==> src/aic_pkg.sv <==
// package: register map, reset values and state types of the config slice
package aic_pkg;

   // bus address width and word index field
   localparam int unsigned ADDR_W = 12;
   localparam int unsigned IDX_W  = 10;

   // register indices, byte address is four times the index
   localparam logic [9:0] IDX_RSV_A  = 10'h035;
   localparam logic [9:0] IDX_RSV_B  = 10'h036;
   localparam logic [9:0] IDX_RSV_C  = 10'h037;
   localparam logic [9:0] IDX_RSV_D  = 10'h038;
   localparam logic [9:0] IDX_FIXED  = 10'h039;
   localparam logic [9:0] IDX_ALIGN  = 10'h03a;
   localparam logic [9:0] IDX_LOCK   = 10'h03b;
   localparam logic [9:0] IDX_DELAY  = 10'h03c;
   localparam logic [9:0] IDX_CTRL   = 10'h100;
   localparam logic [9:0] IDX_STATUS = 10'h101;
   localparam logic [9:0] IDX_IRQ_ST = 10'h102;
   localparam logic [9:0] IDX_IRQ_MK = 10'h103;

   // reset values
   localparam logic [15:0] RST_ZERO  = 16'h0000;
   localparam logic [15:0] RST_ALIGN = 16'h8001;
   localparam logic [15:0] RST_LOCK  = 16'h0001;
   localparam logic [15:0] RST_DELAY = 16'h03e8;

   // field positions of the align input word
   localparam int unsigned IGNORE_BIT = 15;
   localparam int unsigned HYST_BIT   = 14;
   localparam int unsigned LVL_HI     = 13;
   localparam int unsigned LVL_LO     = 12;
   localparam int unsigned FMT_HI     = 11;
   localparam int unsigned FMT_LO     = 9;
   localparam logic [1:0]  LVL_BAD    = 2'h3;

   // lock word, control, status and interrupt bits
   localparam int unsigned LOCK_TYPE_BIT = 0;
   localparam int unsigned CTRL_PHASE    = 0;
   localparam int unsigned CTRL_SRST     = 1;
   localparam int unsigned ST_LOCK       = 0;
   localparam int unsigned ST_BUSY       = 1;
   localparam int unsigned ST_VTUNE      = 2;
   localparam int unsigned IRQ_RISE      = 0;
   localparam int unsigned IRQ_FALL      = 1;
   localparam int unsigned IRQ_CAL       = 2;
   localparam int unsigned IRQ_W         = 3;

   // lock delay counter states
   typedef enum logic [1:0] {LD_IDLE, LD_CAL, LD_COUNT, LD_LOCKED}
      aic_ld_state_t;

   typedef struct packed {
      aic_ld_state_t st;
      logic [15:0]   cnt;
   } aic_ld_t;

   // register slice and bus state
   typedef struct packed {
      logic [3:0][15:0]   rsv;
      logic [15:0]        fixed_w;
      logic [15:0]        align_cfg;
      logic [15:0]        lock_cfg;
      logic [15:0]        delay_cfg;
      logic               phase_mode;
      logic [IRQ_W-1:0]   irq_stat;
      logic [IRQ_W-1:0]   irq_mask;
      logic               pready;
      logic               pslverr;
      logic [31:0]        prdata;
      logic               lock;
      logic               trig;
      logic               req;
   } aic_regs_t;

   localparam aic_regs_t AIC_REGS_RST = '{
      rsv: {4{RST_ZERO}}, fixed_w: RST_ZERO, align_cfg: RST_ALIGN,
      lock_cfg: RST_LOCK, delay_cfg: RST_DELAY, phase_mode: 1'b0,
      irq_stat: '0, irq_mask: '0, pready: 1'b0, pslverr: 1'b0,
      prdata: 32'h0000_0000, lock: 1'b0, trig: 1'b0, req: 1'b0};

endpackage : aic_pkg

==> src/aic_lock_delay.sv <==
// module: post-calibration lock delay counter
`timescale 1ns/1ns
module aic_lock_delay (
   // clock and reset
   input  wire logic        pclk,
   input  wire logic        presetn,
   // calibration engine
   input  wire logic        cal_start,
   input  wire logic        cal_done,
   input  wire logic        half_tick,
   // setting and result
   input  wire logic [15:0] delay,
   output logic             expired,
   output logic             busy
);

   aic_pkg::aic_ld_t q;
   aic_pkg::aic_ld_t d;

   // count half detector periods once calibration ends
   always_comb begin
      d = q;
      unique case (q.st)
         aic_pkg::LD_IDLE: begin
         end
         aic_pkg::LD_CAL: begin
            if (cal_done) begin
               d.st  = aic_pkg::LD_COUNT;
               d.cnt = 16'h0000;
            end
         end
         // count delay ticks
         aic_pkg::LD_COUNT: begin
            if (q.cnt == delay) begin
               d.st = aic_pkg::LD_LOCKED;
            end else if (half_tick) begin
               d.cnt = q.cnt + 16'h0001;
            end
         end
         aic_pkg::LD_LOCKED: begin
         end
      endcase
      // restart on new calibration
      if (cal_start) begin
         d.st  = aic_pkg::LD_CAL;
         d.cnt = 16'h0000;
      end
   end

   // state register
   always_ff @(posedge pclk or negedge presetn) begin
      if (!presetn) begin
         q <= '{st: aic_pkg::LD_IDLE, cnt: 16'h0000};
      end else begin
         q <= d;
      end
   end

   assign expired = (q.st == aic_pkg::LD_LOCKED);
   assign busy    = (q.st == aic_pkg::LD_CAL);

   a_delay_early: assert property (
      @(posedge pclk) disable iff (!presetn)
      (q.st == aic_pkg::LD_COUNT && q.cnt != delay && !cal_start)
      |=> q.st != aic_pkg::LD_LOCKED)
      else $error("lock delay expired before its count");

   a_delay_tick: assert property (
      @(posedge pclk) disable iff (!presetn)
      (q.st == aic_pkg::LD_COUNT && !half_tick && !cal_start)
      |=> $stable(q.cnt))
      else $error("lock delay moved without a tick");

   a_cal_restart: assert property (
      @(posedge pclk) disable iff (!presetn)
      cal_start |=> (q.st == aic_pkg::LD_CAL && q.cnt == 16'h0000))
      else $error("new calibration did not restart delay");

endmodule : aic_lock_delay

==> src/aic_sync.sv <==
// module: two-stage synchroniser for asynchronous pin levels
`timescale 1ns/1ns
module aic_sync #(
   parameter int unsigned W = 1
) (
   // clock and reset
   input  wire logic         pclk,
   input  wire logic         presetn,
   // levels
   input  wire logic [W-1:0] async_in,
   output logic      [W-1:0] sync_out
);

   typedef struct packed {
      logic [W-1:0] s1;
      logic [W-1:0] s2;
   } aic_sync_t;

   aic_sync_t q;
   aic_sync_t d;

   // first stage feeds only the second
   always_comb begin
      d    = q;
      d.s1 = async_in;
      d.s2 = q.s1;
   end

   // state register
   always_ff @(posedge pclk or negedge presetn) begin
      if (!presetn) begin
         q <= '0;
      end else begin
         q <= d;
      end
   end

   assign sync_out = q.s2;

endmodule : aic_sync

==> src/aic_top.sv <==
// module: align input and lock indicator config slice with apb access
//
// Notes on behaviour
// host writes zero to reserved words and lock word bits 15..1.
// soft reset restores reserved words; host need not rewrite them.
// host writes 0x20 to the fixed word despite zero reset.
// host writes 1 into bits 8..0 of the align input word.
// ignore bit set and phase align off blocks both align pins.
// host keeps ignore bit set unless phase align mode is on.
// bit 14 enables high hysteresis on both align LVDS receivers.
// bits 13..12 pick bias: quarter, full, half Vin; 3 invalid.
// bits 11..9 pick CMOS or LVDS per pin, upper codes filter.
// align input word resets to 0x8001.
// lock word bit 0 picks indicator type, resets to one.
// type 0: lock high after calibration done and delay expired.
// type 1: also needs tuning voltage inside its window.
// delay field counts half detector periods after calibration.
// lock low during calibration; delay restarts on new calibration.
`timescale 1ns/1ns
module aic_top (
   // clock and reset
   input  wire logic                       pclk,
   input  wire logic                       presetn,
   // apb slave
   input  wire logic                       psel,
   input  wire logic                       penable,
   input  wire logic                       pwrite,
   input  wire logic [aic_pkg::ADDR_W-1:0] paddr,
   input  wire logic [31:0]                pwdata,
   output logic      [31:0]                prdata,
   output logic                            pready,
   output logic                            pslverr,
   // align input pins
   input  wire logic                       align_trigger_pin,
   input  wire logic                       sysref_request_pin,
   output logic                            align_trigger_out,
   output logic                            sysref_request_out,
   // receiver settings
   output logic                            align_input_hysteresis,
   output logic      [1:0]                 align_input_bias_level,
   output logic                            bias_level_invalid,
   output logic                            trigger_lvds,
   output logic                            request_lvds,
   output logic                            lvds_filter,
   // calibration engine and tuning monitor
   input  wire logic                       cal_start,
   input  wire logic                       cal_done,
   input  wire logic                       pd_half_tick,
   input  wire logic                       vtune_in_window,
   // lock indicator and interrupt
   output logic                            lock_out,
   output logic                            irq
);

   aic_pkg::aic_regs_t s_q;
   aic_pkg::aic_regs_t s_d;

   logic [2:0]                 sync_lv;
   logic                       trig_s;
   logic                       req_s;
   logic                       vtune_s;
   logic                       expired;
   logic                       cal_busy;
   logic [aic_pkg::IDX_W-1:0]  idx;
   logic                       setup;
   logic                       done;
   logic                       hit;
   logic [31:0]                rd;
   logic                       wr_en;
   logic                       pins_off;
   logic                       lock_d;
   logic [aic_pkg::IRQ_W-1:0]  ev;
   logic [2:0]                 fmt;

   // pin levels cross into the bus clock
   aic_sync #(
      .W(3)
   ) u_sync (
      .pclk     (pclk),
      .presetn  (presetn),
      .async_in ({vtune_in_window, sysref_request_pin, align_trigger_pin}),
      .sync_out (sync_lv)
   );

   assign trig_s  = sync_lv[0];
   assign req_s   = sync_lv[1];
   assign vtune_s = sync_lv[2];

   // delay after calibration before the calibration lock rises
   aic_lock_delay u_dly (
      .pclk      (pclk),
      .presetn   (presetn),
      .cal_start (cal_start),
      .cal_done  (cal_done),
      .half_tick (pd_half_tick),
      .delay     (s_q.delay_cfg),
      .expired   (expired),
      .busy      (cal_busy)
   );

   // bus phase decode
   assign idx   = paddr[aic_pkg::ADDR_W-1:2];
   assign setup = psel && !penable;
   assign done  = psel && penable && s_q.pready;
   assign wr_en = done && pwrite && !s_q.pslverr;

   // read mux and address hit
   always_comb begin
      hit = 1'b1;
      rd  = 32'h0000_0000;
      case (idx)
         aic_pkg::IDX_RSV_A:  rd[15:0] = s_q.rsv[0];
         aic_pkg::IDX_RSV_B:  rd[15:0] = s_q.rsv[1];
         aic_pkg::IDX_RSV_C:  rd[15:0] = s_q.rsv[2];
         aic_pkg::IDX_RSV_D:  rd[15:0] = s_q.rsv[3];
         aic_pkg::IDX_FIXED:  rd[15:0] = s_q.fixed_w;
         aic_pkg::IDX_ALIGN:  rd[15:0] = s_q.align_cfg;
         aic_pkg::IDX_LOCK:   rd[15:0] = s_q.lock_cfg;
         aic_pkg::IDX_DELAY:  rd[15:0] = s_q.delay_cfg;
         aic_pkg::IDX_CTRL:   rd[aic_pkg::CTRL_PHASE] = s_q.phase_mode;
         aic_pkg::IDX_STATUS: begin
            rd[aic_pkg::ST_LOCK]  = s_q.lock;
            rd[aic_pkg::ST_BUSY]  = cal_busy;
            rd[aic_pkg::ST_VTUNE] = vtune_s;
         end
         aic_pkg::IDX_IRQ_ST: rd[aic_pkg::IRQ_W-1:0] = s_q.irq_stat;
         aic_pkg::IDX_IRQ_MK: rd[aic_pkg::IRQ_W-1:0] = s_q.irq_mask;
         default:             hit = 1'b0;
      endcase
   end

   // pin ignore condition
   assign pins_off = s_q.align_cfg[aic_pkg::IGNORE_BIT] && !s_q.phase_mode;

   // lock source by indicator type
   assign lock_d = s_q.lock_cfg[aic_pkg::LOCK_TYPE_BIT] ?
                   (expired && vtune_s) : expired;

   // lock edges and calibration end raise events
   assign ev[aic_pkg::IRQ_RISE] = lock_d && !s_q.lock;
   assign ev[aic_pkg::IRQ_FALL] = !lock_d && s_q.lock;
   assign ev[aic_pkg::IRQ_CAL]  = cal_done;

   // next state: bus answer, register writes, events
   always_comb begin
      s_d         = s_q;
      s_d.pready  = setup;
      s_d.pslverr = setup && !hit;
      s_d.prdata  = (setup && !pwrite && hit) ? rd : 32'h0000_0000;
      if (wr_en) begin
         case (idx)
            aic_pkg::IDX_RSV_A: s_d.rsv[0]    = pwdata[15:0];
            aic_pkg::IDX_RSV_B: s_d.rsv[1]    = pwdata[15:0];
            aic_pkg::IDX_RSV_C: s_d.rsv[2]    = pwdata[15:0];
            aic_pkg::IDX_RSV_D: s_d.rsv[3]    = pwdata[15:0];
            aic_pkg::IDX_FIXED: s_d.fixed_w   = pwdata[15:0];
            aic_pkg::IDX_ALIGN: s_d.align_cfg = pwdata[15:0];
            aic_pkg::IDX_LOCK:  s_d.lock_cfg  = pwdata[15:0];
            aic_pkg::IDX_DELAY: s_d.delay_cfg = pwdata[15:0];
            aic_pkg::IDX_IRQ_MK:
               s_d.irq_mask = pwdata[aic_pkg::IRQ_W-1:0];
            aic_pkg::IDX_CTRL: begin
               s_d.phase_mode = pwdata[aic_pkg::CTRL_PHASE];
               // soft reset restores the config words and phase mode, not the irq status or mask
               if (pwdata[aic_pkg::CTRL_SRST]) begin
                  s_d.rsv        = aic_pkg::AIC_REGS_RST.rsv;
                  s_d.fixed_w    = aic_pkg::AIC_REGS_RST.fixed_w;
                  s_d.align_cfg  = aic_pkg::AIC_REGS_RST.align_cfg;
                  s_d.lock_cfg   = aic_pkg::AIC_REGS_RST.lock_cfg;
                  s_d.delay_cfg  = aic_pkg::AIC_REGS_RST.delay_cfg;
                  s_d.phase_mode = 1'b0;
               end
            end
            default: begin
            end
         endcase
      end
      // read clears only the bits it returned, later events survive
      if (done && !pwrite && idx == aic_pkg::IDX_IRQ_ST) begin
         s_d.irq_stat = s_q.irq_stat & ~s_q.prdata[aic_pkg::IRQ_W-1:0];
      end
      s_d.irq_stat = s_d.irq_stat | ev;
      // gate pins while ignored
      s_d.trig = trig_s && !pins_off;
      s_d.req  = req_s && !pins_off;
      // expired is low while calibrating
      s_d.lock = lock_d;
   end

   // power-up reset values
   always_ff @(posedge pclk or negedge presetn) begin
      if (!presetn) begin
         s_q <= aic_pkg::AIC_REGS_RST;
      end else begin
         s_q <= s_d;
      end
   end

   // bus and indicator outputs
   assign prdata             = s_q.prdata;
   assign pready             = s_q.pready;
   assign pslverr            = s_q.pslverr;
   assign align_trigger_out  = s_q.trig;
   assign sysref_request_out = s_q.req;
   assign lock_out           = s_q.lock;
   assign irq                = |(s_q.irq_stat & s_q.irq_mask);

   // receiver settings from the align word
   assign fmt = s_q.align_cfg[aic_pkg::FMT_HI:aic_pkg::FMT_LO];
   assign align_input_hysteresis = s_q.align_cfg[aic_pkg::HYST_BIT];
   assign align_input_bias_level =
      s_q.align_cfg[aic_pkg::LVL_HI:aic_pkg::LVL_LO];
   assign bias_level_invalid = (align_input_bias_level == aic_pkg::LVL_BAD);
   assign trigger_lvds = fmt[0];
   assign request_lvds = fmt[1];
   assign lvds_filter  = fmt[2] && (fmt[1:0] != 2'h0);

   a_pins_ignored: assert property (
      @(posedge pclk) disable iff (!presetn)
      (s_q.align_cfg[15] && !s_q.phase_mode)
      |=> (!align_trigger_out && !sysref_request_out))
      else $error("align pins passed while ignored");

   a_pins_pass: assert property (
      @(posedge pclk) disable iff (!presetn)
      (!s_q.align_cfg[15] || s_q.phase_mode)
      |=> (align_trigger_out == $past(trig_s)
           && sysref_request_out == $past(req_s)))
      else $error("align pin not passed when enabled");

   a_hyst_write: assert property (
      @(posedge pclk) disable iff (!presetn)
      (wr_en && idx == aic_pkg::IDX_ALIGN)
      |=> align_input_hysteresis == $past(pwdata[14]))
      else $error("hysteresis does not follow bit 14");

   a_bias_write: assert property (
      @(posedge pclk) disable iff (!presetn)
      (wr_en && idx == aic_pkg::IDX_ALIGN)
      |=> (align_input_bias_level == $past(pwdata[13:12])
           && bias_level_invalid == ($past(pwdata[13:12]) == 2'h3)))
      else $error("bias level does not follow bits 13..12");

   a_format_map: assert property (
      @(posedge pclk) disable iff (!presetn)
      (wr_en && idx == aic_pkg::IDX_ALIGN && pwdata[11:9] == 3'h4)
      |=> (!trigger_lvds && !request_lvds && !lvds_filter))
      else $error("format code 4 is not both cmos");

   a_format_filt: assert property (
      @(posedge pclk) disable iff (!presetn)
      (wr_en && idx == aic_pkg::IDX_ALIGN && pwdata[11:9] == 3'h6)
      |=> (!trigger_lvds && request_lvds && lvds_filter))
      else $error("format code 6 wrong");

   a_soft_reset: assert property (
      @(posedge pclk) disable iff (!presetn)
      (wr_en && idx == aic_pkg::IDX_CTRL && pwdata[1])
      |=> (s_q.align_cfg == 16'h8001 && s_q.rsv == '0))
      else $error("soft reset did not restore align word");

   a_type_reset: assert property (
      @(posedge pclk) disable iff (!presetn)
      (wr_en && idx == aic_pkg::IDX_CTRL && pwdata[1])
      |=> s_q.lock_cfg == 16'h0001 ##1 s_q.lock_cfg[0])
      else $error("lock type did not reset to one");

   a_lock_cal: assert property (
      @(posedge pclk) disable iff (!presetn)
      (!s_q.lock_cfg[0] ##1 lock_out) |-> $past(expired))
      else $error("type 0 lock without expired delay");

   a_lock_vtune: assert property (
      @(posedge pclk) disable iff (!presetn)
      (s_q.lock_cfg[0] && expired && !vtune_s) |=> !lock_out)
      else $error("type 1 lock with tuning out of window");

   a_low_in_cal: assert property (
      @(posedge pclk) disable iff (!presetn)
      cal_busy |=> !lock_out)
      else $error("lock high during calibration");

endmodule : aic_top

==> config.mk <==
export PLATFORM = sky130hd
export DESIGN_NAME = aic_top
export DESIGN_NICKNAME = d
export VERILOG_FILES = /design/src/aic_pkg.sv /design/src/aic_lock_delay.sv /design/src/aic_sync.sv /design/src/aic_top.sv
export SDC_FILE = /design/constraint.sdc
export NUM_CORES = 1
export LEC_CHECK = 0
export CAP_MARGIN = 40
export CORE_ASPECT_RATIO = 1.1
export CORE_UTILIZATION = 60
export CTS_CLUSTER_DIAMETER = 200
export CTS_CLUSTER_SIZE = 25
export DETAILED_ROUTE_END_ITERATION = 10
export DONT_BUFFER_PORTS = 1
export MAX_ROUTING_LAYER = met4
export PLACE_DENSITY = 0.82
export RECOVER_POWER = 25
export SYNTH_ARGS = -nofsm -noshare
export SYNTH_HDL_FRONTEND = slang
export SYNTH_SLANG_ARGS = --single-unit
==> constraint.sdc <==
create_clock -name pclk -period 5.2 [get_ports pclk]
set_clock_uncertainty 0.05 [all_clocks]
set_input_delay 0.52 -clock pclk [delete_from_list [all_inputs] [get_ports pclk]]
set_output_delay 0.52 -clock pclk [all_outputs]
set_load 0.02 [all_outputs]
==> impl_metrics.json <==
{
  "die_y_um": 129,
  "core-area_mm2": 0.0140,
  "cap_violations": 0,
  "dp_hpwl_um": 14400,
  "dr.first_iter.drc_count": 788,
  "routedWlPerCell_um": 20.7,
  "ctsRootBufferMaster": "clkbuf_16",
  "grt_max_degree": 181,
  "drt_wl_total_um": 21400,
  "synth_top_area_frac": 0.489,
  "via_per_inst": 6.48,
  "grtUsageTotal": 0.321,
  "avgSynthCellArea_um2": 10.0,
  "firstDrtPassIters": 5,
  "setup_viol": 0,
  "timing.critical_path.arrival_ps": 2790,
  "fin_setup_tns_ps": 0,
  "pwr-share-comb": 0.040,
  "n_antenna_cell": 0,
  "min_period_ps": 2530,
  "drc": 0,
  "switching_share": 0.232,
  "ys.flop_type": "dfrtp_1",
  "rrSetupSlack_ps": 2670,
  "worstSetupEndpointType": "flop",
  "grt_use_met3": 0.0636,
  "h-tree-depth": 4,
  "clkSinkCount": 180,
  "worstPathMaxFanout": 15,
  "layout_setup_ws_ps": 2670,
  "antenna_found_initial": 0,
  "p_seq_frac": 0.507,
  "whs_ps": 48.6,
  "status": "complete, no violations",
  "met2_usage": 0.476,
  "synth-adder-area-share": 0.00143,
  "synthMuxAreaShare": 0.0413,
  "synth_edf_count": 0,
  "port_buffers": 0,
  "crit_path_start_kind": "flop",
  "via_count": 6699,
  "report.final.slew_viol_count": 0,
  "fmax_ghz": 0.395,
  "yosysMostFrequentCell": "dfrtp_1",
  "p_clk_frac": 0.453,
  "slew_headroom": 0.405,
  "post_cts_resized": 0,
  "reg2reg_to": "u_dly.q[6]$_DFFE_PN0P_",
  "power_per_cell_area_mw_per_mm2": 301,
  "grt_overflow": 0,
  "finalHoldViolCount": 0,
  "leakage_nw": 3.95,
  "num_io_pins": 100,
  "rsz0062_at_grt": "false",
  "ant_nets": 0,
  "synth_largest_area_cell": "dfrtp_1",
  "ys_seq_area_frac": 0.515,
  "ys_ff_latch": 180,
  "dieArea_mm2": 0.0151,
  "synth_top_family_by_area": "compound AO/OA/AOI/OAI gates",
  "cts_buffer_depth": 2,
  "reg2regPathDepth": 4,
  "intPower_mw": 2.15,
  "drive_gt1_frac": 0.127,
  "synthesis.instances": 874,
  "yosysWarnings": 0,
  "die_x_um": 117,
  "path_class": "flop to flop",
  "worst_pin_slew_ps": 892,
  "gp_congestion": 0.929,
  "grt_pass1_wl_um": 34900,
  "clk_latency_ps": 440,
  "vdd.ir_drop.worst_mv": 0.241,
  "cp.required_ps": 5460,
  "p_sw_mw": 0.650,
  "grt_use_met1": 0.422,
  "num_rows": 45,
  "worstReg2RegStart": "u_dly.q[17]$_DFFE_PN0P_",
  "dpl.cell_count": 1000,
  "synth_common_cells": "171 x dfrtp_1, 146 x nand2_1, 67 x o21ai_0",
  "synth_area_mm2": 0.00876,
  "clkTransAtPathRegs_ps": 70,
  "hold_path_class": "input port to asynchronous set/reset pin",
  "p_total_mw": 2.80,
  "synthToLayoutAreaGrowth_pct": 5.90,
  "ys_types": 70,
  "cts_buffers": 17,
  "initial_core_util": 0.625,
  "finalNetCount": 888,
  "cts_tree": "built",
  "final_cells": 1033,
  "cts_setup_buffers": 0,
  "dp_slack_ps": 2410,
  "top_usage_layer": "met2",
  "grt_pass1_vias": 6677,
  "synth_compound_area_frac": 0.204,
  "synth_xor_area_frac": 0.0170,
  "period_share": 0.486,
  "synth.area.top_cells": "dfrtp_1 49%, nand2_1 6.3%, o21ai_0 3.8%, buf_4 3.0%, o21ai_1 2.7%",
  "async_flop_share": 1.00,
  "synth_simple_gate_area_frac": 0.146
}
final cells by class:
class,count,area [µm²]
sequential,180,4520
tap,188,235
clock inverter,15,161
timing repair buffer,15,200
fill,1077,4740
inverter,24,90.1
clock buffer,17,425
multi-input combinational,594,3650
cells by family after synthesis:
family | Yosys count
xor+xnor | 17
fa+ha+maj | 1
compound gates | 268
other cells | 1
flops | 180
buf+inv | 115
simple gates | 261
mux | 31
sequential cells by signal, summed over array words and instances, names as in the netlist:
signal and cells:
pslverr 1, s_q 129, align_trigger_out 1, align_input_bias_level 2, align_input_hysteresis 1, sysref_request_out 1
lock_out 1, u_sync.d 3, fmt 1, pready 1, u_dly.q 18, trigger_lvds 1
request_lvds 1, prdata 16, u_sync.sync_out 3
worst max path at each step:
stage / from / end / slack [ps] / cells after the start
after floorplan: paddr[9] / s_q[169]$_DFFE_PN0P_ / 3050 / 7
after global placement: paddr[2] / s_q[69]$_DFFE_PN0P_ / 2140 / 5
after detailed placement: paddr[2] / s_q[123]$_DFFE_PN0P_ / 2410 / 6
after CTS: u_dly.q[17]$_DFFE_PN0P_ / u_dly.q[7]$_DFFE_PN0P_ / 2730 / 4
after global routing: u_dly.q[17]$_DFFE_PN0P_ / u_dly.q[6]$_DFFE_PN0P_ / 2450 / 4
final: u_dly.q[17]$_DFFE_PN0P_ / u_dly.q[6]$_DFFE_PN0P_ / 2670 / 4
worst max-delay path: stages, from the launching register on:
cell	delay (ps)
dfrtp_1	430
inv_1	90
nor3_1	690
nand3b_1	680
o41ai_1	460
cells in the final DEF, fill, tap and decap left out, types with 14 or more instances in the layout:
cell	n
a21oi_1	17
a22o_1	14
a22oi_1	24
a31oi_1	16
clkbuf_16	17
conb_1	16
dfrtp_1	171
inv_1	24
mux2_2	21
nand2_1	146
nand3_1	29
nor2_1	26
o21ai_0	67
o21ai_1	48
xnor2_1	16
repair_timing:
item	in CTS	in global routing
hold buffers	1	0
setup endpoints to repair	0	0
hold endpoints to repair	180	0
power groups by stage:
stage	clock network, mW	logic [mW]	registers, mW
after floorplan	0	0.0835	1.44
final	1.27	0.111	1.42
after global placement	0	0.0783	1.44
after CTS	1.28	0.112	1.42
after global routing	1.34	0.124	1.42
after detailed placement	0	0.0816	1.44
stage by stage:
step,instance area [µm²],utilization
2_1_floorplan,8820,-
3_3_place_gp,8540,0.609
3_5_place_dp,8660,0.618
4_1_cts,9280,0.662
5_1_grt,9280,0.662
6_report,9280,0.662
metal layers:
metal,vias to the layer above,share of wire
li1,3012,-
met1,3329,0.41
met2,292,0.47
met3,66,0.074
met4,0,0.038
met5,-,0
(Power assumes the default switching activity.)
